==> src/design/acf_map.vh <==
// Purpose: Register offsets, field positions and reset values for the converter control block
// Assumes: AXI4-Lite slave, 32-bit data, one register per aligned word
// Notes: Definitions only
`ifndef ACF_MAP_VH
`define ACF_MAP_VH
`define ACF_OFS_CTRL 5'h00
`define ACF_OFS_SCAN_LOW 5'h04
`define ACF_OFS_SCAN_HIGH 5'h08
`define ACF_OFS_STATUS 5'h0c
`define ACF_OFS_RAW 5'h10
`define ACF_OFS_RESULT 5'h14
`define ACF_OFS_DMA_ADDR 5'h18
`define ACF_ADDR_W 5
`define ACF_CTRL_RESET 16'h0000
`define ACF_SCAN_RESET 16'h0000
`define ACF_CTRL_WMASK 16'hb7ee
`define ACF_BIT_ON 15
`define ACF_BIT_IDLE 13
`define ACF_BIT_DMA_ORDER 12
`define ACF_BIT_RES12 10
`define ACF_FORM_HI 9
`define ACF_FORM_LO 8
`define ACF_SSRC_HI 7
`define ACF_SSRC_LO 5
`define ACF_BIT_SIMULTANEOUS_SAMPLE 3
`define ACF_BIT_AUTO_SAMPLE 2
`define ACF_BIT_SAMPLE 1
`define ACF_BIT_DONE 0
`define ACF_SSRC_MANUAL 3'h0
`define ACF_SSRC_PWM 3'h3
`define ACF_SSRC_AUTO 3'h7
`define ACF_AUTO_SAMPLE_CYC 5'h1f
`define ACF_CONV_CYC 5'h0e
`define ACF_NUM_INPUTS 6'h12
`define ACF_DMA_SIZE_RESET 8'h01
`define ACF_RESP_OKAY 2'h0
`define ACF_RESP_SLVERR 2'h2
`endif

==> src/design/acf_core.v <==
// Purpose: Converter control, result formatting, trigger select and scan selection
// Assumes: AXI4-Lite registers and converter core on the same clock; triggers are synchronised to it
// Notes: Conversion timing is modelled by counters
`include "acf_map.vh"
`default_nettype none
module acf_core (
    input wire aclk,
    input wire aresetn,
    input wire [4:0] s_axi_awaddr,
    input wire [2:0] s_axi_awprot,
    input wire s_axi_awvalid,
    output reg s_axi_awready,
    input wire [31:0] s_axi_wdata,
    input wire [3:0] s_axi_wstrb,
    input wire s_axi_wvalid,
    output reg s_axi_wready,
    output reg [1:0] s_axi_bresp,
    output reg s_axi_bvalid,
    input wire s_axi_bready,
    input wire [4:0] s_axi_araddr,
    input wire [2:0] s_axi_arprot,
    input wire s_axi_arvalid,
    output reg s_axi_arready,
    output reg [31:0] s_axi_rdata,
    output reg [1:0] s_axi_rresp,
    output reg s_axi_rvalid,
    input wire s_axi_rready,
    input wire motor_pwm_interval,
    input wire ext_trigger,
    input wire timer_trigger,
    input wire [11:0] sample_data,
    input wire device_idle,
    output reg converter_enable,
    output reg sampling,
    output reg [4:0] analog_input_n,
    output reg low_reference_level,
    output reg [15:0] result_word,
    output reg result_valid,
    output reg [15:0] dma_address
);
    localparam ST_IDLE = 3'b001;
    localparam ST_SAMPLE = 3'b010;
    localparam ST_CONVERT = 3'b100;

    reg [15:0] converter_control_one;
    reg [15:0] scan_select_low;
    reg [15:0] scan_select_high;
    reg [7:0] dma_buf_size;
    reg [15:0] standalone_addr;
    reg [2:0] state;
    reg [4:0] cycle_count;
    reg [4:0] scan_index;
    reg [11:0] raw_result;
    reg [15:0] next_dma;
    reg pwm_s1, pwm_s2, pwm_s3;
    reg ext_s1, ext_s2, ext_s3;
    reg tmr_s1, tmr_s2, tmr_s3;
    reg aw_held, w_held;
    reg [4:0] aw_addr_q;
    reg [31:0] w_data_q;
    reg [3:0] w_strb_q;

    wire [31:0] scan_all = {scan_select_high, scan_select_low};
    wire conv_on = converter_control_one[`ACF_BIT_ON] &
        ~(converter_control_one[`ACF_BIT_IDLE] & device_idle);
    wire [2:0] ssrc = converter_control_one[`ACF_SSRC_HI:`ACF_SSRC_LO];
    wire [1:0] form = converter_control_one[`ACF_FORM_HI:`ACF_FORM_LO];
    wire res12 = converter_control_one[`ACF_BIT_RES12];
    wire pwm_edge = pwm_s2 & ~pwm_s3;
    wire ext_edge = ext_s2 & ~ext_s3;
    wire tmr_edge = tmr_s2 & ~tmr_s3;

    // Result packing by resolution and format
    function [15:0] pack_result;
        input [11:0] d;
        input r12;
        input [1:0] f;
        begin
            if (r12) begin
                case (f)
                    2'h0: pack_result = {4'h0, d};
                    2'h1: pack_result = {{5{~d[11]}}, d[10:0]};
                    2'h2: pack_result = {d, 4'h0};
                    default: pack_result = {~d[11], d[10:0], 4'h0};
                endcase
            end else begin
                case (f)
                    2'h0: pack_result = {6'h00, d[9:0]};
                    2'h1: pack_result = {{7{~d[9]}}, d[8:0]};
                    2'h2: pack_result = {d[9:0], 6'h00};
                    default: pack_result = {~d[9], d[8:0], 6'h00};
                endcase
            end
        end
    endfunction

    // Next selected input after idx, wrapping
    function [4:0] next_scan;
        input [31:0] sel;
        input [4:0] idx;
        integer k;
        reg found;
        reg [4:0] cand;
        begin
            found = 1'b0;
            next_scan = idx;
            cand = idx;
            for (k = 1; k <= 32; k = k + 1) begin
                cand = idx + k[4:0];
                if (!found && sel[cand]) begin
                    next_scan = cand;
                    found = 1'b1;
                end
            end
        end
    endfunction

    // Trigger synchronisers
    always @(posedge aclk) begin
        if (!aresetn) begin
            {pwm_s1, pwm_s2, pwm_s3} <= 3'h0;
            {ext_s1, ext_s2, ext_s3} <= 3'h0;
            {tmr_s1, tmr_s2, tmr_s3} <= 3'h0;
        end else begin
            pwm_s1 <= motor_pwm_interval;
            pwm_s2 <= pwm_s1;
            pwm_s3 <= pwm_s2;
            ext_s1 <= ext_trigger;
            ext_s2 <= ext_s1;
            ext_s3 <= ext_s2;
            tmr_s1 <= timer_trigger;
            tmr_s2 <= tmr_s1;
            tmr_s3 <= tmr_s2;
        end
    end

    reg end_sample;
    always @* begin
        case (ssrc)
            `ACF_SSRC_MANUAL: end_sample = ~converter_control_one[`ACF_BIT_SAMPLE];
            3'h1: end_sample = ext_edge;
            3'h2: end_sample = tmr_edge;
            `ACF_SSRC_PWM: end_sample = pwm_edge;
            `ACF_SSRC_AUTO: end_sample = (cycle_count == `ACF_AUTO_SAMPLE_CYC);
            default: end_sample = 1'b0;
        endcase
    end

    always @* begin
        if (converter_control_one[`ACF_BIT_DMA_ORDER])
            next_dma = standalone_addr;
        else
            next_dma = {3'h0, analog_input_n, dma_buf_size};
    end

    wire do_write = aw_held & w_held & ~s_axi_bvalid;
    wire wr_ctrl = do_write & (aw_addr_q == `ACF_OFS_CTRL);
    wire [15:0] wmask = {{8{w_strb_q[1]}}, {8{w_strb_q[0]}}};

    // Converter sequencer
    always @(posedge aclk) begin
        if (!aresetn) begin
            state <= ST_IDLE;
            cycle_count <= 5'h00;
            scan_index <= 5'h00;
            raw_result <= 12'h000;
            converter_enable <= 1'b0;
            sampling <= 1'b0;
            analog_input_n <= 5'h00;
            low_reference_level <= 1'b0;
            result_word <= 16'h0000;
            result_valid <= 1'b0;
            dma_address <= 16'h0000;
            standalone_addr <= 16'h0000;
        end else begin
            converter_enable <= conv_on;
            result_valid <= 1'b0;
            dma_address <= next_dma;
            low_reference_level <= ({1'b0, analog_input_n} >= `ACF_NUM_INPUTS);
            case (state)
                ST_IDLE: begin
                    cycle_count <= 5'h00;
                    if (conv_on && ssrc != 3'h4 && ssrc != 3'h5 && ssrc != 3'h6 &&
                        (converter_control_one[`ACF_BIT_AUTO_SAMPLE] ||
                         converter_control_one[`ACF_BIT_SAMPLE])) begin
                        state <= ST_SAMPLE;
                        sampling <= 1'b1;
                    end
                end
                ST_SAMPLE: begin
                    cycle_count <= cycle_count + 5'h01;
                    if (!conv_on) begin
                        state <= ST_IDLE;
                        sampling <= 1'b0;
                    end else if (end_sample) begin
                        state <= ST_CONVERT;
                        sampling <= 1'b0;
                        cycle_count <= 5'h00;
                        raw_result <= low_reference_level ? 12'h000 : sample_data;
                    end
                end
                ST_CONVERT: begin
                    cycle_count <= cycle_count + 5'h01;
                    if (!conv_on) begin
                        state <= ST_IDLE;
                    end else if (cycle_count == `ACF_CONV_CYC) begin
                        state <= ST_IDLE;
                        result_word <= pack_result(raw_result, res12, form);
                        result_valid <= 1'b1;
                        standalone_addr <= standalone_addr + 16'h0001;
                        scan_index <= next_scan(scan_all, scan_index);
                        analog_input_n <= next_scan(scan_all, scan_index);
                    end
                end
                default: state <= ST_IDLE;
            endcase
        end
    end

    // Register file
    always @(posedge aclk) begin
        if (!aresetn) begin
            converter_control_one <= `ACF_CTRL_RESET;
            scan_select_low <= `ACF_SCAN_RESET;
            scan_select_high <= `ACF_SCAN_RESET;
            dma_buf_size <= `ACF_DMA_SIZE_RESET;
        end else begin
            if (state == ST_SAMPLE && end_sample && ssrc != `ACF_SSRC_MANUAL &&
                converter_control_one[`ACF_BIT_AUTO_SAMPLE] == 1'b0)
                converter_control_one[`ACF_BIT_SAMPLE] <= 1'b0;
            if (wr_ctrl)
                converter_control_one <= (converter_control_one & ~(wmask & `ACF_CTRL_WMASK)) |
                    (w_data_q[15:0] & wmask & `ACF_CTRL_WMASK) |
                    (converter_control_one & 16'h0001 & ~(wmask & ~w_data_q[15:0]));
            // Hardware set of the done flag wins over a clearing write
            if (state == ST_CONVERT && cycle_count == `ACF_CONV_CYC && conv_on)
                converter_control_one[`ACF_BIT_DONE] <= 1'b1;
            if (do_write && aw_addr_q == `ACF_OFS_SCAN_LOW)
                scan_select_low <= (scan_select_low & ~wmask) | (w_data_q[15:0] & wmask);
            if (do_write && aw_addr_q == `ACF_OFS_SCAN_HIGH)
                scan_select_high <= (scan_select_high & ~wmask) | (w_data_q[15:0] & wmask);
            if (do_write && aw_addr_q == `ACF_OFS_DMA_ADDR && w_strb_q[0])
                dma_buf_size <= w_data_q[7:0];
        end
    end

    // AXI4-Lite write channel
    function known_addr;
        input [4:0] a;
        begin
            known_addr = (a == `ACF_OFS_CTRL) || (a == `ACF_OFS_SCAN_LOW) || (a == `ACF_OFS_SCAN_HIGH) ||
                (a == `ACF_OFS_STATUS) || (a == `ACF_OFS_RAW) || (a == `ACF_OFS_RESULT) ||
                (a == `ACF_OFS_DMA_ADDR);
        end
    endfunction

    always @(posedge aclk) begin
        if (!aresetn) begin
            aw_held <= 1'b0;
            w_held <= 1'b0;
            aw_addr_q <= 5'h00;
            w_data_q <= 32'h0;
            w_strb_q <= 4'h0;
            s_axi_awready <= 1'b0;
            s_axi_wready <= 1'b0;
            s_axi_bvalid <= 1'b0;
            s_axi_bresp <= `ACF_RESP_OKAY;
        end else begin
            s_axi_awready <= ~aw_held & ~s_axi_awready & s_axi_awvalid;
            s_axi_wready <= ~w_held & ~s_axi_wready & s_axi_wvalid;
            if (s_axi_awvalid && s_axi_awready) begin
                aw_held <= 1'b1;
                aw_addr_q <= s_axi_awaddr;
            end
            if (s_axi_wvalid && s_axi_wready) begin
                w_held <= 1'b1;
                w_data_q <= s_axi_wdata;
                w_strb_q <= s_axi_wstrb;
            end
            if (do_write) begin
                s_axi_bvalid <= 1'b1;
                s_axi_bresp <= known_addr(aw_addr_q) ? `ACF_RESP_OKAY : `ACF_RESP_SLVERR;
            end
            if (s_axi_bvalid && s_axi_bready) begin
                s_axi_bvalid <= 1'b0;
                aw_held <= 1'b0;
                w_held <= 1'b0;
            end
        end
    end

    // AXI4-Lite read channel
    always @(posedge aclk) begin
        if (!aresetn) begin
            s_axi_arready <= 1'b0;
            s_axi_rvalid <= 1'b0;
            s_axi_rdata <= 32'h0;
            s_axi_rresp <= `ACF_RESP_OKAY;
        end else begin
            s_axi_arready <= ~s_axi_rvalid & ~s_axi_arready & s_axi_arvalid;
            if (s_axi_arvalid && s_axi_arready) begin
                s_axi_rvalid <= 1'b1;
                s_axi_rresp <= known_addr(s_axi_araddr) ? `ACF_RESP_OKAY : `ACF_RESP_SLVERR;
                case (s_axi_araddr)
                    `ACF_OFS_CTRL: s_axi_rdata <= {16'h0, converter_control_one};
                    `ACF_OFS_SCAN_LOW: s_axi_rdata <= {16'h0, scan_select_low};
                    `ACF_OFS_SCAN_HIGH: s_axi_rdata <= {16'h0, scan_select_high};
                    `ACF_OFS_STATUS: s_axi_rdata <= {24'h0, converter_enable, state, analog_input_n[3:0]};
                    `ACF_OFS_RAW: s_axi_rdata <= {20'h0, raw_result};
                    `ACF_OFS_RESULT: s_axi_rdata <= {16'h0, result_word};
                    `ACF_OFS_DMA_ADDR: s_axi_rdata <= {8'h0, dma_address, dma_buf_size};
                    default: s_axi_rdata <= 32'h0;
                endcase
            end else if (s_axi_rvalid && s_axi_rready) begin
                s_axi_rvalid <= 1'b0;
            end
        end
    end
endmodule
`default_nettype wire

==> config.mk <==
export PLATFORM = sky130hd
export DESIGN_NAME = acf_core
export DESIGN_NICKNAME = d
export VERILOG_FILES = /design/src/design/acf_core.v
export VERILOG_INCLUDE_DIRS = /design/src /design/src/design
export SDC_FILE = /design/constraint.sdc
export NUM_CORES = 1
export LEC_CHECK = 0
export ABC_AREA = 1
export BUFFER_PORTS_ARGS = -buffer_cell sky130_fd_sc_hd__buf_2
export CAP_MARGIN = 20
export CORE_MARGIN = 3
export CORE_UTILIZATION = 47
export DETAILED_ROUTE_END_ITERATION = 16
export PLACE_DENSITY_LB_ADDON = 0.3
export SLEW_MARGIN = 30
export SYNTH_ARGS = -nofsm -noshare
export SYNTH_HDL_FRONTEND = slang
export SYNTH_SLANG_ARGS = --single-unit
==> constraint.sdc <==
create_clock -name aclk -period 5.25 [get_ports aclk]
set_input_delay 1.05 -clock aclk [delete_from_list [all_inputs] [get_ports aclk]]
set_output_delay 1.05 -clock aclk [all_outputs]
set_load 0.03 [all_outputs]
==> results of run 1 <==
[worst min-delay path, delay by kind of cell (launching register included)]
family	cells	cell delay (ns)
simple gates	1	0.04
buf+inv	1	0.04
flops	1	0.31
[synthesized netlist by cell type, drive strengths merged, types with 13 or more instances]
cell type  count  area (µm²)
a211oi        21         158
a21oi        170         881
buf           37         228
clkbuf        51         193
dfxtp        195        3900
ha            20         250
inv          271        1020
nand2        414        1590
nand3        221        1140
nand4         21         168
nor2         149         643
nor3          21         116
o21ai        187         951
o221ai        13         114
o22ai         19         119
xor2          17         183
[metal layers]
| layer | vias up | global-route usage | part of all wire | routed length [µm] |
|---|---|---|---|---|
| met5 | - | 0 | 0 | 0 |
| met4 | 0 | 0.134 | 0.046 | 1930 |
| met3 | 129 | 0.0522 | 0.088 | 3660 |
| met2 | 685 | 0.465 | 0.45 | 18700 |
| met1 | 6106 | 0.380 | 0.42 | 17400 |
| li1 | 6541 | - | - | - |
[layout by cell type (no fill, tap or decap), types with 18 or more instances in the layout]
master    Yosys  final
nand3_1     214    214
buf_4        13     34
nor2_1      135    134
nand4_1      18     18
ha_1         20     20
a211oi_1     21     21
a21oi_1     166    166
inv_1       259    258
nor3_1       20     20
o21ai_0     178    178
nand2_1     403    403
buf_2        14    121
o22ai_1      19     19
dfxtp_1     195    193
[final cells by class]
| type | count | area (µm²) |
|---|---|---|
| inverter | 275 | 1040 |
| clock inverter | 14 | 160 |
| multi-input combinational | 1362 | 6950 |
| clock buffer | 18 | 439 |
| antenna | 1 | 2.50 |
| timing repair buffer | 156 | 872 |
| sequential | 195 | 3910 |
| tap | 330 | 413 |
| fill | 2580 | 11600 |
[what timing repair did]
action | 4_1_cts | 5_1_grt
setup endpoints to repair | 0 | 3
resized for setup | 0 | 4
setup buffers | 0 | 0
hold buffers | 0 | 0
[power groups by stage]
stage	combinational [mW]	clock (mW)	sequential, mW
after floorplan	0.0783	0	1.55
after global placement	0.125	0	1.55
after detailed placement	0.127	0	1.55
after CTS	0.127	1.32	1.51
after global routing	0.142	1.37	1.52
final	0.128	1.31	1.51
[cell families (layout without fill, tap and decap cells)]
logic type	Yosys count	after routing	share of synthesized area
flops	195	195	0.318
fa+ha+maj	20	20	0.0204
xor+xnor	19	19	0.0163
buf+inv	363	463	0.119
compound gates	475	475	0.222
other cells	1	11	0.000305
simple gates	838	838	0.305
[final timing paths]
| path | startpoint | to | cells after the start |
|---|---|---|---|
| max | scan_index[1]$_SDFFE_PN0P_ | scan_index[3]$_SDFFE_PN0P_ | 31 |
| min | tmr_s1$_SDFF_PN0_ | tmr_s2$_SDFF_PN0_ | 2 |
| max reg2reg | scan_index[1]$_SDFFE_PN0P_ | scan_index[3]$_SDFFE_PN0P_ | 31 |
| min reg2reg | tmr_s1$_SDFF_PN0_ | tmr_s2$_SDFF_PN0_ | 2 |
[metrics by stage]
stage / hold slack (ns) / cells
2_1_floorplan: 0.390 / 1920
3_3_place_gp: 0.394 / 2318
3_5_place_dp: 0.399 / 2318
4_1_cts: 0.420 / 2350
5_1_grt: 0.433 / 2350
6_report: 0.417 / 2351
==> flow_summary.ini, run 1 <==
[power]
power_mw = 2.95
powerDensity_nw_per_um2 = 214
internal_power_mw = 2.19
clkPwrFrac = 0.443
p_leak_nw = 6.29
seqPwrFrac = 0.513
combPwrFrac = 0.043
swShare = 0.257
ir_worst_vdd_mv = 0.215
power.net_switching_uw = 757

[logic_synthesis]
ys_types = 62
ys_ff_latch = 195
async_flop_share = 0
yosys_warnings = 0
postSynthAreaPerCell_um2 = 6.43
seq_area_frac_synth = 0.318
netlist_area_um2 = 12300
synth_edf_count = 0
ys.flop_type = dfxtp_1
synth_cells = 1911

[setup_path]
worst-setup-path-type = flop to flop
cp_top_family = simple AND/OR/NAND/NOR gates
path_buf_inv = 5
cp_max_fo = 10
cp_slowest_cell = ha_1
end_kind = flop
critPathRequiredTime_ns = 5.59
slowest_delay_ns = 0.41
crit_top_cell = nor2_4
r2r_setup_slack_ns = 0.54
worstPathArrival_ns = 5.05
crit_path_start_kind = flop

[routing]
wire_per_inst_um = 17.7
routed_wl_um = 41600
drt_iter0_markers = 1369
drc = 0
drt_pre_antenna_iters = 8
drtAntennaViolNets = 0
dr_total_vias = 13500
vias_per_cell = 5.73

[cts]
clockBufferDepth = 2
clk_latency_ns = 0.44
clkTransAtPathRegs_ns = 0.08
cts_num_sinks = 195
cts_tree = yes
numCtsBuffers = 17
clockRootBuffer = clkbuf_16
htree_levels = 4

[floorplan]
ioPinCount = 157
core_area_um2 = 25400
die-height_um = 168
dieArea_um2 = 28100
rows = 58
die_w_um = 168
initial_core_util = 0.483

[sta]
drv_slew = 0
fmax_mhz = 212
setup_viol = 0
slew-limit-headroom = 0.452
rsz0062_at_grt = no
tns_ns = 0
setup_slack_ns = 0.539
min_period_ns = 4.71
finalHoldViolations = 0
worst_slew_pin_slew_ns = 0.820
period_share = 0.897
fin_skew_ns = 0.0138

[global_routing]
grt_max_degree = 86
grt_pass1_wl_um = 65200
antenna_found_initial = 0
grt_pass1_vias = 12300
grtUsageTotal = 0.290
grt_remaining_overflow = 0

[finish]
drive_gt1_frac = 0.124
synthToLayoutAreaGrowth_pct = 12.3
nets = 2102
utilization = 0.543
stdcell_area_um2 = 13800

[place]
dp_slack_ns = 0.451
dp_hpwl_um = 32300
gp_congestion = 1.05
io_buffers = 122
place_area_um2 = 13200

[status]
status = finished clean

[hold_path]
worstHoldPathType = flop to flop

[flow_run]
maxCapViolations = 0
(Power assumes the default switching activity.)
==> run 2, diff against run 1 <==
- CORE_UTILIZATION: 47 -> 55
- RECOVER_POWER: not set -> 50
==> run 2 against run 1 <==
Effect of this change:
- the flow now finishes with violations (max-capacitance violations, max-slew violations)
- combinational power is essentially flat
- wire length up 0.29%
- sequential share of layout area rose by 0.33 points
- flip-flop and latch count is the same
- non-clock buffer count shrank 3
- global-route usage is 5.0 points higher
- clock skew shrank 0.0037 ns
- critical endpoint is now scan_index[2]$_SDFFE_PN0P_
- largest power group unchanged
==> flow_summary.ini, run 2 (synthesis gave the netlist of run 1 again) <==
[setup_path]
crit_top_cell = nand2_1
critPathRequiredTime_ns = 5.57
slowest_delay_ns = 0.51
worstPathArrival_ns = 5.16
crit_path_start_kind = flop
cp_max_fo = 17
worst-setup-path-type = flop to flop
end_kind = flop
r2r_setup_slack_ns = 0.41
cp_slowest_cell = o21ai_0

[global_routing]
antenna_found_initial = 0
grt_pass1_vias = 12200
grt_max_degree = 133
grt_remaining_overflow = 0
grtUsageTotal = 0.339
grt_pass1_wl_um = 65300

[floorplan]
initial_core_util = 0.561
core_area_um2 = 21900
ioPinCount = 157
dieArea_um2 = 24200
die-height_um = 155
die_w_um = 155
rows = 54

[routing]
dr_total_vias = 13400
drc = 0
wire_per_inst_um = 18.2
routed_wl_um = 41800
drt_iter0_markers = 1419
drt_pre_antenna_iters = 6
vias_per_cell = 5.83
drtAntennaViolNets = 0

[status]
violations = max-capacitance violations, max-slew violations
status = finished with violations

[cts]
clk_latency_ns = 0.44
numCtsBuffers = 17
cts_num_sinks = 195
htree_levels = 4
clockBufferDepth = 2
cts_hold_buf = 0
cts_tree = yes
clkTransAtPathRegs_ns = 0.08
clockRootBuffer = clkbuf_16

[sta]
min_period_ns = 4.84
fmax_mhz = 207
period_share = 0.922
drv_slew = 47
slew-limit-headroom = -0.0728
fin_skew_ns = 0.0101
worst_slew_pin_slew_ns = 1.61
setup_viol = 0
tns_ns = 0
finalHoldViolations = 0

[place]
io_buffers = 122
dp_hpwl_um = 32400
gp_congestion = 1.06
place_area_um2 = 13100

[hold_path]
worstHoldPathType = flop to flop

[finish]
synthToLayoutAreaGrowth_pct = 10.9
drive_gt1_frac = 0.0887
layout_commonest_cell = nand2_1
n_antenna_cell = 0
mostFrequentLayoutCells = nand2_1, inv_1, nand3_1, dfxtp_1, o21ai_0
n_fill_cell = 2145
stdcell_area_um2 = 13600
nets = 2099

[flow_run]
maxCapViolations = 1

[power]
p_leak_nw = 5.98
ir_worst_vdd_mv = 0.221
powerDensity_nw_per_um2 = 213
## run 2: cell types whose count changed in the layout (fill, tap and decap cells not counted), moves of 2 or more
| cell | change |
|---|---|
| clkbuf_1 | +71 |
| buf_2 | -69 |
| buf_4 | -7 |
| inv_6 | +2 |
## run 2: worst paths after layout
check                                                  end  cells past startpoint                       start
worst max-delay path            scan_index[2]$_SDFFE_PN0P_                     34  scan_index[0]$_SDFFE_PN0P_
worst min-delay path                     tmr_s2$_SDFF_PN0_                      2           tmr_s1$_SDFF_PN0_
worst max register to register  scan_index[2]$_SDFFE_PN0P_                     34  scan_index[0]$_SDFFE_PN0P_
worst min register to register           tmr_s2$_SDFF_PN0_                      2           tmr_s1$_SDFF_PN0_
## run 2: area by class of cell
type                    instances  area (µm²)  area share
inverters                     275        1040      0.0764
repair buffers                153         776      0.0569
clock buffers                  18         429      0.0315
well taps                     280         350      0.0257
clock inverters                14         140      0.0103
flip-flops and latches        195        3910       0.287
multi-input cells            1362        6980       0.512
## run 2: critical path: cells and delay by family (launching register included)
family / cells / cell delay, ns
simple gates: 26 / 2.61
compound gates: 4 / 0.77
flops: 1 / 0.47
buf+inv: 3 / 0.52
fa+ha+maj: 1 / 0.34
## run 2: power breakdown
group	leakage, nW	total (mW)	switching, mW	internal (mW)
registers	1.58	1.51	0.0188	1.50
logic	4.12	0.125	0.0892	0.0357
clock network	0.278	1.26	0.624	0.633
## run 2: metrics by stage
step | power, mW | hold slack (ns) | setup slack, ns | cells | utilization
floorplan | 1.63 | 0.390 | 0.595 | 1920 | -
global route | 2.99 | 0.448 | -0.00284 | 2297 | 0.622
detailed placement | 1.67 | 0.400 | 0.344 | 2265 | 0.599
finish | 2.90 | 0.417 | 0.411 | 2297 | 0.622
global placement | 1.67 | 0.402 | 0.403 | 2265 | 0.598
CTS | 2.91 | 0.422 | 0.334 | 2297 | 0.625
## run 2: repair_timing
action,in CTS,in global routing
gates resized for setup,0,6
setup endpoints to repair,0,5
setup buffers,0,0
## run 2: per-layer routing
layer / share of wire / vias up / global-route usage
li1: - / 6533 / -
met1: 0.40 / 6067 / 0.438
met2: 0.45 / 653 / 0.547
met3: 0.095 / 132 / 0.0695
met4: 0.049 / 0 / 0.156
met5: 0 / - / 0
